$ cat src/rtl/tm2_defines.svh
/*
 * register offsets, field positions, reset values and response codes of
 * the timer-2 register block.
 * assumes: included by bare name; definitions only.
 */
`ifndef TM2_DEFINES_SVH
`define TM2_DEFINES_SVH

// byte offsets on the register bus
`define TM2_OFS_CTLA        8'h00
`define TM2_OFS_CTLB        8'h04
`define TM2_OFS_VALUE       8'h08
`define TM2_OFS_VALUE_HI    8'h0c
`define TM2_OFS_RELOAD      8'h10
`define TM2_OFS_RELOAD_HI   8'h14
`define TM2_OFS_CC          8'h18
`define TM2_OFS_CC_HI       8'h1c

// control-b field positions
`define TM2_B_LOW_IRQ_EN    7
`define TM2_B_ALT_OE        6
`define TM2_B_ALT_POL       5
`define TM2_B_RSVD          4
`define TM2_B_MAIN_OVF      3
`define TM2_B_LOW_OVF       2
`define TM2_B_CC_FLAG       1
`define TM2_B_LOW_CMP       0

// control-a field positions
`define TM2_A_MAIN_IRQ_EN   7
`define TM2_A_CAP_MODE      6
`define TM2_A_LOW_RUN       4
`define TM2_A_RUN           3
`define TM2_A_SPLIT         2

// reset values
`define TM2_RST_BYTE        8'h00
`define TM2_RST_WORD        16'h0000

// bus response codes
`define TM2_RESP_OKAY       2'b00
`define TM2_RESP_SLVERR     2'b10

`endif

$ cat src/rtl/tm2_pkg.sv
/*
 * types of the timer-2 register block: bus carriers and control fields.
 * assumes: nothing beyond a SystemVerilog compiler.
 */
package tm2_pkg;

   // master-driven half of the register bus
   typedef struct packed {
      logic        awvalid;
      logic [31:0] awaddr;
      logic        wvalid;
      logic [31:0] wdata;
      logic [3:0]  wstrb;
      logic        bready;
      logic        arvalid;
      logic [31:0] araddr;
      logic        rready;
   } tm2_axi_req_s;

   // slave-driven half of the register bus
   typedef struct packed {
      logic        awready;
      logic        wready;
      logic        bvalid;
      logic [1:0]  bresp;
      logic        arready;
      logic        rvalid;
      logic [31:0] rdata;
      logic [1:0]  rresp;
   } tm2_axi_rsp_s;

   // first control register, laid out msb first
   typedef struct packed {
      logic       main_irq_enable;
      logic       capture_mode;
      logic       rsvd5;
      logic       low_run;
      logic       run;
      logic       split_mode_select;
      logic [1:0] rsvd;
   } tm2_ctla_s;

endpackage : tm2_pkg

$ cat src/rtl/tm2_timer.sv
/*
 * timer-2 register block: control-b, count, reload and capture/compare
 * registers with their high-byte aliases, a small counting engine, the
 * alternate output pin and an AXI4-Lite slave.
 * assumes: one clock, synchronous active-high reset, capture pin async.
 */
`timescale 1ns/100ps
`include "tm2_defines.svh"

module tm2_timer
   import tm2_pkg::*;
#(
   parameter bit HAS_ALT_PIN = 1'b1
) (
   // clock and reset
   input  wire logic         clk_sys,
   input  wire logic         reset,
   // register bus
   input  wire tm2_axi_req_s axi_req,
   output      tm2_axi_rsp_s axi_rsp,
   // capture input pin
   input  wire logic         capture_pin,
   // alternate output pin and interrupt
   output      logic         alternate_output_pin,
   output      logic         alternate_output_pin_oe_n,
   output      logic         irq
);

   ////////////////////////////////////////////////////////////////////////
   // state
   tm2_axi_rsp_s rsp_r;
   logic         aw_held_r;
   logic         w_held_r;
   logic [7:0]   waddr_r;
   logic [31:0]  wdata_r;
   logic [3:0]   wstrb_r;
   tm2_ctla_s    ctla_r;
   logic         low_irq_enable_r;
   logic         alt_pin_output_enable_r;
   logic         alt_pin_polarity_r;
   logic         alt_oe_prev_r;
   logic         alt_oe_n_r;
   logic [3:0]   flags_r;
   logic [15:0]  count_r;
   logic [15:0]  reload_r;
   logic [15:0]  cc_r;
   logic [2:0]   cap_sync_r;
   logic         pin_r;
   logic         irq_r;

   assign axi_rsp                   = rsp_r;
   assign alternate_output_pin      = pin_r;
   assign alternate_output_pin_oe_n = alt_oe_n_r;
   assign irq                       = irq_r;

   ////////////////////////////////////////////////////////////////////////
   // write decode
   logic wr_fire;
   logic wr_ctla;
   logic wr_ctlb;
   logic wr_val;
   logic wr_val_hi;
   logic wr_rel;
   logic wr_rel_hi;
   logic wr_cc;
   logic wr_cc_hi;
   logic wr_mapped;

   assign wr_fire   = aw_held_r && w_held_r && !rsp_r.bvalid;
   assign wr_ctla   = wr_fire && waddr_r == `TM2_OFS_CTLA      && wstrb_r[0];
   assign wr_ctlb   = wr_fire && waddr_r == `TM2_OFS_CTLB      && wstrb_r[0];
   assign wr_val    = wr_fire && waddr_r == `TM2_OFS_VALUE;
   assign wr_val_hi = wr_fire && waddr_r == `TM2_OFS_VALUE_HI  && wstrb_r[0];
   assign wr_rel    = wr_fire && waddr_r == `TM2_OFS_RELOAD;
   assign wr_rel_hi = wr_fire && waddr_r == `TM2_OFS_RELOAD_HI && wstrb_r[0];
   assign wr_cc     = wr_fire && waddr_r == `TM2_OFS_CC;
   assign wr_cc_hi  = wr_fire && waddr_r == `TM2_OFS_CC_HI     && wstrb_r[0];
   assign wr_mapped = waddr_r[1:0] == 2'b00 && waddr_r <= `TM2_OFS_CC_HI;

   ////////////////////////////////////////////////////////////////////////
   // events of the counting engine
   logic split;
   logic full_ovf;
   logic hi_ovf;
   logic lo_ovf;
   logic main_ovf;
   logic cmp_full;
   logic cmp_hi;
   logic cmp_lo;
   logic cap_evt;
   logic cc_evt;
   logic wave_ovf;
   logic wave_cmp;

   assign split    = ctla_r.split_mode_select;
   assign full_ovf = ctla_r.run && !split && count_r == 16'hffff;
   assign hi_ovf   = ctla_r.run && split && count_r[15:8] == 8'hff;
   assign lo_ovf   = ctla_r.low_run && split && count_r[7:0] == 8'hff;
   assign main_ovf = full_ovf || hi_ovf;
   assign cmp_full = ctla_r.run && !split && count_r == cc_r;
   assign cmp_hi   = ctla_r.run && split
                     && count_r[15:8] == cc_r[15:8];
   // low half is always in compare mode
   assign cmp_lo   = ctla_r.low_run && split
                     && count_r[7:0] == cc_r[7:0];
   // rising edge seen on the second and third stages only
   assign cap_evt  = ctla_r.capture_mode
                     && cap_sync_r[1] && !cap_sync_r[2];
   assign cc_evt   = cap_evt
                     || (!ctla_r.capture_mode && (cmp_full || cmp_hi));
   assign wave_ovf = split ? lo_ovf : full_ovf;
   assign wave_cmp = split ? cmp_lo : cmp_full;

   ////////////////////////////////////////////////////////////////////////
   // capture pin synchroniser
   always_ff @(posedge clk_sys) begin
      if (reset) begin
         cap_sync_r <= 3'h0;
      end else begin
         cap_sync_r <= {cap_sync_r[1:0], capture_pin};
      end
   end

   ////////////////////////////////////////////////////////////////////////
   // read data assembly; split mode hides the upper bytes at the base offsets, the high aliases still show them
   logic [31:0] rd_word;
   logic        rd_ok;
   logic [7:0]  ctlb_view;

   assign ctlb_view = {low_irq_enable_r, alt_pin_output_enable_r,
                       alt_pin_polarity_r, 1'b0, flags_r};

   always_comb begin
      rd_ok   = 1'b1;
      rd_word = 32'h0000_0000;
      unique case (axi_req.araddr[7:0])
         `TM2_OFS_CTLA:      rd_word[7:0] = ctla_r;
         `TM2_OFS_CTLB:      rd_word[7:0] = ctlb_view;
         `TM2_OFS_VALUE:     rd_word[15:0] = {split ? 8'h00 : count_r[15:8],
                                              count_r[7:0]};
         `TM2_OFS_VALUE_HI:  rd_word[7:0] = count_r[15:8];
         `TM2_OFS_RELOAD:    rd_word[15:0] = {split ? 8'h00 : reload_r[15:8],
                                              reload_r[7:0]};
         `TM2_OFS_RELOAD_HI: rd_word[7:0] = reload_r[15:8];
         `TM2_OFS_CC:        rd_word[15:0] = {split ? 8'h00 : cc_r[15:8],
                                              cc_r[7:0]};
         `TM2_OFS_CC_HI:     rd_word[7:0] = cc_r[15:8];
         default:            rd_ok = 1'b0;
      endcase
   end

   // bus channels in one process: all answers share one response struct;
   // write address and data taken in either order, one read at a time
   always_ff @(posedge clk_sys) begin
      if (reset) begin
         aw_held_r     <= 1'b0;
         w_held_r      <= 1'b0;
         waddr_r       <= 8'h00;
         wdata_r       <= 32'h0000_0000;
         wstrb_r       <= 4'h0;
         rsp_r         <= '0;
      end else begin
         rsp_r.awready <= !aw_held_r && !rsp_r.awready && !rsp_r.bvalid;
         rsp_r.wready  <= !w_held_r && !rsp_r.wready && !rsp_r.bvalid;
         if (axi_req.awvalid && rsp_r.awready) begin
            aw_held_r <= 1'b1;
            waddr_r   <= axi_req.awaddr[7:0];
         end
         if (axi_req.wvalid && rsp_r.wready) begin
            w_held_r <= 1'b1;
            wdata_r  <= axi_req.wdata;
            wstrb_r  <= axi_req.wstrb;
         end
         if (wr_fire) begin
            aw_held_r    <= 1'b0;
            w_held_r     <= 1'b0;
            rsp_r.bvalid <= 1'b1;
            rsp_r.bresp  <= wr_mapped ? `TM2_RESP_OKAY : `TM2_RESP_SLVERR;
         end else if (rsp_r.bvalid && axi_req.bready) begin
            rsp_r.bvalid <= 1'b0;
         end
         rsp_r.arready <= !rsp_r.arready && !rsp_r.rvalid;
         if (axi_req.arvalid && rsp_r.arready) begin
            rsp_r.rvalid <= 1'b1;
            rsp_r.rdata  <= rd_word;
            rsp_r.rresp  <= rd_ok ? `TM2_RESP_OKAY : `TM2_RESP_SLVERR;
         end else if (rsp_r.rvalid && axi_req.rready) begin
            rsp_r.rvalid <= 1'b0;
         end
      end
   end

   ////////////////////////////////////////////////////////////////////////
   // control registers
   always_ff @(posedge clk_sys) begin
      if (reset) begin
         ctla_r                  <= tm2_ctla_s'(`TM2_RST_BYTE);
         low_irq_enable_r        <= 1'b0;
         alt_pin_output_enable_r <= 1'b0;
         alt_pin_polarity_r      <= 1'b0;
      end else begin
         if (wr_ctla) begin
            ctla_r      <= tm2_ctla_s'(wdata_r[7:0]);
            ctla_r.rsvd5 <= 1'b0;
            ctla_r.rsvd  <= 2'b00;
         end
         if (wr_ctlb) begin
            low_irq_enable_r        <= wdata_r[`TM2_B_LOW_IRQ_EN];
            // not built on single-pin variants
            alt_pin_output_enable_r <= HAS_ALT_PIN
                                       && wdata_r[`TM2_B_ALT_OE];
            alt_pin_polarity_r      <= wdata_r[`TM2_B_ALT_POL];
         end
      end
   end

   ////////////////////////////////////////////////////////////////////////
   // event flags: hardware set beats a software clear in the same cycle
   logic [3:0] flag_set;
   assign flag_set = {main_ovf, lo_ovf, cc_evt, cmp_lo};

   genvar gi;
   generate
      for (gi = 0; gi < 4; gi++) begin : g_flag
         always_ff @(posedge clk_sys) begin
            if (reset) begin
               flags_r[gi] <= 1'b0;
            end else if (flag_set[gi]) begin
               flags_r[gi] <= 1'b1;
            end else if (wr_ctlb) begin
               flags_r[gi] <= flags_r[gi] & wdata_r[gi];
            end
         end
      end
   endgenerate

   ////////////////////////////////////////////////////////////////////////
   // interrupt request: main pair gated by control-a, low pair by control-b
   always_ff @(posedge clk_sys) begin
      if (reset) begin
         irq_r <= 1'b0;
      end else begin
         irq_r <= (ctla_r.main_irq_enable
                   && (flags_r[`TM2_B_MAIN_OVF]
                       || flags_r[`TM2_B_CC_FLAG]))
                  || (low_irq_enable_r
                      && (flags_r[`TM2_B_LOW_OVF]
                          || flags_r[`TM2_B_LOW_CMP]));
      end
   end

   ////////////////////////////////////////////////////////////////////////
   // count: a software load takes priority over counting that cycle
   always_ff @(posedge clk_sys) begin
      if (reset) begin
         count_r <= `TM2_RST_WORD;
      end else begin
         if (!split) begin
            if (full_ovf) begin
               count_r <= reload_r;
            end else if (ctla_r.run) begin
               count_r <= count_r + 16'h0001;
            end
         end else begin
            if (hi_ovf) begin
               count_r[15:8] <= reload_r[15:8];
            end else if (ctla_r.run) begin
               count_r[15:8] <= count_r[15:8] + 8'h01;
            end
            if (lo_ovf) begin
               count_r[7:0] <= reload_r[7:0];
            end else if (ctla_r.low_run) begin
               count_r[7:0] <= count_r[7:0] + 8'h01;
            end
         end
         if (wr_val && wstrb_r[0]) begin
            count_r[7:0] <= wdata_r[7:0];
         end
         if (wr_val && wstrb_r[1] && !split) begin
            count_r[15:8] <= wdata_r[15:8];
         end
         if (wr_val_hi) begin
            count_r[15:8] <= wdata_r[7:0];
         end
      end
   end

   ////////////////////////////////////////////////////////////////////////
   // reload value
   always_ff @(posedge clk_sys) begin
      if (reset) begin
         reload_r <= `TM2_RST_WORD;
      end else begin
         if (wr_rel && wstrb_r[0]) begin
            reload_r[7:0] <= wdata_r[7:0];
         end
         if (wr_rel && wstrb_r[1] && !split) begin
            reload_r[15:8] <= wdata_r[15:8];
         end
         if (wr_rel_hi) begin
            reload_r[15:8] <= wdata_r[7:0];
         end
      end
   end

   ////////////////////////////////////////////////////////////////////////
   // capture/compare: a capture beats a software write in the same cycle
   always_ff @(posedge clk_sys) begin
      if (reset) begin
         cc_r <= `TM2_RST_WORD;
      end else if (cap_evt) begin
         if (split) begin
            cc_r[15:8] <= count_r[15:8];
         end else begin
            cc_r <= count_r;
         end
      end else begin
         if (wr_cc && wstrb_r[0]) begin
            cc_r[7:0] <= wdata_r[7:0];
         end
         if (wr_cc && wstrb_r[1] && !split) begin
            cc_r[15:8] <= wdata_r[15:8];
         end
         if (wr_cc_hi) begin
            cc_r[15:8] <= wdata_r[7:0];
         end
      end
   end

   ////////////////////////////////////////////////////////////////////////
   // alternate pin: starts at polarity when enabled, inverts on match
   always_ff @(posedge clk_sys) begin
      if (reset) begin
         alt_oe_prev_r <= 1'b0;
         alt_oe_n_r    <= 1'b1;
         pin_r         <= 1'b0;
      end else begin
         alt_oe_prev_r <= alt_pin_output_enable_r;
         // own flop so the pin enable leaves the block glitch free
         alt_oe_n_r    <= !alt_pin_output_enable_r;
         if (alt_pin_output_enable_r && !alt_oe_prev_r) begin
            pin_r <= alt_pin_polarity_r;
         end else if (alt_oe_prev_r && wave_ovf) begin
            pin_r <= alt_pin_polarity_r;
         end else if (alt_oe_prev_r && wave_cmp) begin
            pin_r <= ~alt_pin_polarity_r;
         end
      end
   end

   ////////////////////////////////////////////////////////////////////////
   // checks
   property p_main_ovf;
      @(posedge clk_sys) disable iff (reset)
      main_ovf |=> flags_r[`TM2_B_MAIN_OVF];
   endproperty
   a_main_ovf: assert property (p_main_ovf)
      else $error("main overflow flag not set");

   property p_low_ovf;
      @(posedge clk_sys) disable iff (reset)
      lo_ovf |=> flags_r[`TM2_B_LOW_OVF] && count_r[7:0] == $past(reload_r[7:0])
                 || $past(wr_val);
   endproperty
   a_low_ovf: assert property (p_low_ovf)
      else $error("low overflow flag or reload wrong");

   property p_cc_flag;
      @(posedge clk_sys) disable iff (reset)
      (cap_evt || (!ctla_r.capture_mode && cmp_full))
         |=> flags_r[`TM2_B_CC_FLAG];
   endproperty
   a_cc_flag: assert property (p_cc_flag)
      else $error("capture/compare flag not set");

   property p_low_cmp_split;
      @(posedge clk_sys) disable iff (reset)
      $rose(flags_r[`TM2_B_LOW_CMP]) |-> $past(split);
   endproperty
   a_low_cmp_split: assert property (p_low_cmp_split)
      else $error("low compare flag set outside split mode");

   property p_cap_low_kept;
      @(posedge clk_sys) disable iff (reset)
      cap_evt && split |=> cc_r[7:0] == $past(cc_r[7:0])
                           && cc_r[15:8] == $past(count_r[15:8]);
   endproperty
   a_cap_low_kept: assert property (p_cap_low_kept)
      else $error("split capture touched the low byte");

   property p_split_read;
      @(posedge clk_sys) disable iff (reset)
      axi_req.arvalid && rsp_r.arready && split
         && axi_req.araddr[7:0] == `TM2_OFS_VALUE
         |=> rsp_r.rvalid && rsp_r.rdata[15:8] == 8'h00;
   endproperty
   a_split_read: assert property (p_split_read)
      else $error("split value read shows upper byte");

   property p_bit4;
      @(posedge clk_sys) disable iff (reset)
      axi_req.arvalid && rsp_r.arready
         && axi_req.araddr[7:0] == `TM2_OFS_CTLB
         |=> !rsp_r.rdata[`TM2_B_RSVD];
   endproperty
   a_bit4: assert property (p_bit4)
      else $error("control-b bit 4 read as one");

   property p_irq_low;
      @(posedge clk_sys) disable iff (reset)
      low_irq_enable_r && flags_r[`TM2_B_LOW_OVF] |=> irq_r;
   endproperty
   a_irq_low: assert property (p_irq_low)
      else $error("low interrupt not raised");

   property p_pin_start;
      @(posedge clk_sys) disable iff (reset)
      $rose(alt_pin_output_enable_r)
         |=> pin_r == $past(alt_pin_polarity_r) && !alternate_output_pin_oe_n;
   endproperty
   a_pin_start: assert property (p_pin_start)
      else $error("pin did not start at polarity");

   property p_no_alt;
      @(posedge clk_sys) disable iff (reset)
      !HAS_ALT_PIN |-> !alt_pin_output_enable_r;
   endproperty
   a_no_alt: assert property (p_no_alt)
      else $error("alternate enable set on single-pin build");

   c_full_ovf: cover property (@(posedge clk_sys) disable iff (reset)
                               full_ovf);
   c_split_cap: cover property (@(posedge clk_sys) disable iff (reset)
                                cap_evt && split);
   c_irq: cover property (@(posedge clk_sys) disable iff (reset)
                          $rose(irq_r));

endmodule : tm2_timer

$ cat config.mk
export PLATFORM = sky130hd
export DESIGN_NAME = tm2_timer
export DESIGN_NICKNAME = d
export VERILOG_FILES = /design/src/rtl/tm2_pkg.sv /design/src/rtl/tm2_timer.sv
export VERILOG_INCLUDE_DIRS = /design/src /design/src/rtl
export SDC_FILE = /design/constraint.sdc
export NUM_CORES = 1
export LEC_CHECK = 0
export BUFFER_PORTS_ARGS = -buffer_cell sky130_fd_sc_hd__buf_2
export CAP_MARGIN = 20
export CORE_MARGIN = 2
export CORE_UTILIZATION = 49
export CTS_CLUSTER_SIZE = 14
export DETAILED_ROUTE_END_ITERATION = 10
export PLACE_DENSITY = 0.82
export SYNTH_ARGS = -nofsm -noshare
export SYNTH_HDL_FRONTEND = slang
export SYNTH_SLANG_ARGS = --single-unit
$ cat constraint.sdc
create_clock -name clk_sys -period 1.98 [get_ports clk_sys]
set_clock_uncertainty 0.15 [all_clocks]
set_input_delay 0.396 -clock clk_sys [delete_from_list [all_inputs] [get_ports clk_sys]]
set_output_delay 0.396 -clock clk_sys [all_outputs]
set_load 0.02 [all_outputs]
==> impl_metrics.tcl, run 1 <==
set metrics [dict create \
    post-place-cells 1069 \
    htreeDepth 4 \
    crit_required_ps 2130 \
    grt_use_met3 0.0603 \
    grt_start_max_net_pins 44 \
    synth_compound_gate_area_share 0.201 \
    synthTopCellsByArea "dfxtp_1 36%, mux2i_1 7.1%, a21oi_1 6.7%" \
    grt_usage 0.291 \
    hpwl_um 14700 \
    grtUsageMet1 0.378 \
    netlist_area_um2 6530 \
    holdWs_ps 37.8 \
    layout.nets 1037 \
    drc_errors 0 \
    slew_violations 0 \
    clkSinkCount 118 \
    gp_congestion 1.03 \
    critPathKind "reg2reg" \
    violations "negative setup slack" \
    area_growth_pct 30.8 \
    synth-xor-area-share 0.0349 \
    antenna_found_initial 0 \
    synth.distinct_cells 72 \
    rows 42 \
    rsz0062_at_grt "true" \
    cts-root-buf "clkbuf_16" \
    grtUsageMet2 0.460 \
    start_kind "flop" \
    fmax_mhz 504 \
    first_global_vias 6173 \
    avgSynthCellArea_um2 8.24 \
    insertedDiodeCount 0 \
    p_sw_frac 0.235 \
    endpoint_kind "flop" \
    place_area_um2 7520 \
    numPortBuffers 67 \
    die_x_um 119 \
    top_usage_layer "met2" \
    cts_buffer_depth 2 \
    power_switching_mw 1.39 \
    ant_nets 0 \
    yosysTopAreaCell "dfxtp_1" \
    timing.final.crit_share 1.00 \
    outcome "finished with violations" \
    holdPathStages 2 \
    initial_utilization 0.497 \
    vias_per_cell 5.92 \
    grt_pass1_wl_um 32100 \
    drive_above_1_share 0.317 \
    synth_seq_cells 118 \
    final_cell_mix "106 x dfxtp_1, 105 x nand2_1, 99 x buf_4" \
    die_h_um 119 \
    r2r_cells 9 \
    die_area_um2 14300 \
    cts_made_buffers 17 \
    hold_buffers 0 \
    hold_viol_final 0 \
    dr.pass1.iters 5 \
    synth-async-reset-ratio 0 \
    p_clk_frac 0.515 \
    tightest_slew_ps 677 \
    synthAdderAreaFrac 0.00383 \
    hold_path.class "in2reg" \
    layout_commonest_cell "dfxtp_1" \
    synth-edff-count 0 \
    p_leak_nw 3.38 \
    setup_viol_count_final 1 \
    synth_top_family_by_area "simple AND/OR/NAND/NOR gates" \
    synthMuxAreaShare 0.105 \
    critical_path.max_fanout 3 \
    yosys_warnings 0 \
    ir_worst_vdd_uv 545 \
    synth_cells 792 \
    relSlewSlack 0.549 \
    fin_cells 1115 \
    wire_per_inst_um 18.8 \
    place_ws_ps -101 \
    drv_cap 0 \
    dominantRegCellSynth "dfxtp_1" \
    core_area_um2 13100 \
    postLayoutCoreUtil 0.650 \
    power_frac_seq 0.421 \
    clock_latency_ps 430 \
    setup_slack_ps -3.36 \
    seq_area_frac_synth 0.362 \
    power_density_nw_per_um2 692 \
    yosys.area_share.simple 0.225 \
    cp.arrival_ps 2140 \
    pin_count 152 \
    synth_top_area_share 0.362 \
    drt_iter0_markers 702 \
    setup_tns_ps -3.36 \
    pwr-share-comb 0.064 \
    min_period_ps 1980 \
    vias 6605 \
    cellInternalPower_mw 4.52 \
    p_total_mw 5.91 \
    clkTransAtPathRegs_ps 60 \
    gr-total-overflow 0 \
    wl_um 20900 \
    stdcell_area_um2 8540 \
    tritoncts "built" \
]
[cell usage after synthesis, types with 7 or more instances]
master / number
a21oi_1: 87
a22o_1: 9
and3_1: 8
nor4_1: 7
inv_1: 8
buf_4: 24
a22oi_1: 21
clkbuf_1: 35
nand4_1: 12
buf_2: 17
nor2b_1: 8
nor2_1: 76
and2_1: 7
dfxtp_1: 118
o2bb2ai_1: 9
nor3_1: 11
mux4_2: 7
mux2i_1: 46
o21ai_0: 15
nand2_1: 110
nand3_1: 23
a31oi_1: 10
xnor2_1: 21
[final cells by class]
cell class | instances | area (um^2)
clock buffer | 22 | 484
fill | 1106 | 4600
inverter | 8 | 30.0
sequential | 118 | 2380
multi-input combinational | 603 | 4060
timing repair buffer | 179 | 1270
clock inverter | 9 | 100
tap | 176 | 220
[sequential cells by signal, summed over array words and instances (netlist names), 2 cells and up]
signal      flops
count_r        16
wdata_r        16
ctlb_view       4
cc_r           16
axi_rsp        23
wstrb_r         2
waddr_r         8
ctla_r          4
cap_sync_r      3
reload_r       16
[cells by family (layout without fill, tap and decap cells)]
family | after synthesis | count (layout)
adders and majority gates | 2 | 2
xor gates and xnor gates | 26 | 26
muxes | 59 | 59
and+or+nand+nor | 298 | 298
AOI/OAI and AO/OA | 200 | 200
other | 1 | 18
DFF | 118 | 118
buffers and inverters | 88 | 218
[final timing paths]
path              endpoint  slack, ps   startpoint
max            count_r[10]         -3   count_r[1]
min          cap_sync_r[0]         40  capture_pin
max reg2reg    count_r[10]         -3   count_r[1]
min reg2reg    axi_rsp[35]        290  axi_rsp[34]
[routing by layer]
metal,vias up,routed length (um)
met5,-,0
met4,0,758
met3,77,1990
met2,367,9800
met1,3085,8360
li1,3076,-
[power groups by stage]
| stage | logic, mW | registers (mW) | clock network [mW] |
|---|---|---|---|
| 2_1_floorplan | 0.255 | 2.50 | 0 |
| 3_3_place_gp | 0.353 | 2.53 | 0 |
| 3_5_place_dp | 0.361 | 2.53 | 0 |
| 6_report | 0.380 | 2.49 | 3.04 |
| 5_1_grt | 0.414 | 2.49 | 3.17 |
| 4_1_cts | 0.368 | 2.48 | 3.05 |
[critical path: stages (launching register included)]
cell and delay [ps]:
dfxtp_2 340, ha_4 180, buf_6 110, and3_4 190, a21oi_4 160, nor2_2 60, buf_4 130, a221oi_2 270
o2bb2ai_1 160, a31oi_1 110
[repair_timing]
action | 4_1_cts | 5_1_grt
pin swaps | 4 | 50
buffers inserted | 2 | 13
gates resized for setup | 16 | 67
endpoints found under the setup margin | 19 | 29
Note: power is estimated with default switching activity, not from simulation.
==> run 2: changes to the inputs <==
--- a/config.mk
+++ b/config.mk
@@ -8,8 +8,11 @@
 export LEC_CHECK = 0
 export BUFFER_PORTS_ARGS = -buffer_cell sky130_fd_sc_hd__buf_2
 export CAP_MARGIN = 20
+export CELL_PAD_IN_SITES_DETAIL_PLACEMENT = 1
+export CELL_PAD_IN_SITES_GLOBAL_PLACEMENT = 1
 export CORE_MARGIN = 2
-export CORE_UTILIZATION = 49
+export CORE_UTILIZATION = 36
+export CTS_CLUSTER_DIAMETER = 150
 export CTS_CLUSTER_SIZE = 14
 export DETAILED_ROUTE_END_ITERATION = 10
 export PLACE_DENSITY = 0.82
==> impl_metrics.tcl, run 2 (same netlist as run 1, synthesis figures left out) <==
set metrics [dict create \
    cts_buffer_depth 2 \
    ir_worst_vdd_uv 641 \
    fmax_mhz 490 \
    endpoint_kind "flop" \
    layout.nets 1044 \
    tightest_slew_ps 720 \
    power_density_nw_per_um2 710 \
    clkSinkCount 118 \
    antenna_found_initial 1 \
    start_kind "flop" \
    slew_violations 0 \
    min_period_ps 2040 \
    stdcell_area_um2 8730 \
    violations "negative setup slack" \
    crit_required_ps 2150 \
    insertedDiodeCount 0 \
    holdWs_ps 26.1 \
    setup_viol_count_final 8 \
    die_h_um 139 \
    clkTransAtPathRegs_ps 60 \
    die_area_um2 19200 \
    setup_tns_ps -267 \
    pin_count 152 \
    grt_usage 0.249 \
    cts-root-buf "clkbuf_16" \
    multi_input_area_um2 4070 \
    drv_cap 0 \
    outcome "finished with violations" \
    crit_start "waddr_r[6]" \
    r2r-start "waddr_r[6]" \
    core_area_um2 17900 \
    setup_slack_ps -60.3 \
    critPathKind "reg2reg" \
    gp_congestion 0.953 \
    p_leak_nw 3.43 \
    fin_cells 1176 \
    htreeDepth 4 \
    critical_path.max_fanout 3 \
    first_global_vias 6720 \
    area_growth_pct 33.7 \
    initial_utilization 0.365 \
    cts_made_buffers 17 \
    hold_start "capture_pin" \
    drive_above_1_share 0.328 \
    tritoncts "built" \
    gr-total-overflow 0 \
    fill_cells 2121 \
    largest_reg_flops 23 \
    grt_start_max_net_pins 66 \
    drt_iter0_markers 503 \
    dr.pass1.iters 4 \
    regArea_um2 2390 \
    relSlewSlack 0.520 \
    rsz0062_at_grt "true" \
    clock_latency_ps 440 \
    die_x_um 139 \
    hold_viol_final 0 \
    place_area_um2 7620 \
    final_cell_mix "106 x nand2_1, 106 x dfxtp_1, 104 x buf_4" \
    vias 6712 \
    hold_buffers 0 \
    numPortBuffers 67 \
    r2r_cells 6 \
    wire_per_inst_um 21.2 \
    cp.arrival_ps 2210 \
    hold_path.class "in2reg" \
    ant_nets 0 \
    holdPathStages 2 \
    post-place-cells 1129 \
    grt_pass1_wl_um 37500 \
    timing.final.crit_share 1.03 \
    rows 49 \
    wl_um 24900 \
    vias_per_cell 5.71 \
    hpwl_um 17000 \
    drc_errors 0 \
]
## run 2: cell types whose count changed in the layout (fill, tap and decap cells not counted), moves of 3 or more
cell,delta
clkinv_2,-3
buf_4,+5
xnor2_1,-4
xnor2_2,+4
clkbuf_8,-3
nand3_2,+3
## run 2: path summary, 6_finish.rpt
check | end | slack (ps)
setup / recovery | count_r[15] | -60
hold / removal | cap_sync_r[0] | 30
setup reg to reg | count_r[15] | -60
hold reg to reg | axi_rsp[40] | 280
## run 2: critical path, cell delays in order, from the launching register on
cell and delay, ps:
dfxtp_4 360, nor4b_4 310, nand2_2 140, nor3_4 280, mux2i_2 330, nor2_1 90
a311o_1 270
## run 2: routing by layer
metal	vias up	wire length [um]	global-route usage
met1	3293	10400	0.321
li1	3094	-	-
met4	2	1030	0.127
met3	64	1600	0.0473
met2	259	11800	0.401
met5	-	15	0
## run 2: what timing repair did
action / 4_1_cts / 5_1_grt
setup buffers: 4 / 10
gates cloned: 0 / 1
resized for setup: 23 / 72
endpoints found under the setup margin: 19 / 34
pin swaps: 6 / 38
endpoints found under the hold margin: 0 / 0
## run 2: where the power goes
group / internal, mW / leakage (nW) / switching [mW] / total (mW)
clock network: 2.13 / 0.292 / 1.19 / 3.32
registers: 2.41 / 0.962 / 0.0635 / 2.48
logic: 0.154 / 2.18 / 0.254 / 0.408
total: 4.70 / 3.43 / 1.51 / 6.21
## run 2: cell type report
type / count / share of cell area
Timing Repair Buffer: 186 / 0.153
Multi-Input combinational cell: 603 / 0.466
Inverter: 8 / 0.00344
Tap cell: 229 / 0.0328
Clock inverter: 12 / 0.0203
Sequential cell: 118 / 0.273
Clock buffer: 20 / 0.0511
## run 2: per-stage QoR
stage	total power, mW	util	worst slack (ps)
finish	6.21	0.488	-60.3
global placement	2.90	0.426	-52.8
global route	6.36	0.488	-146
floorplan	2.76	-	6.11
CTS	6.23	0.468	-26.1
detailed placement	2.91	0.426	-170
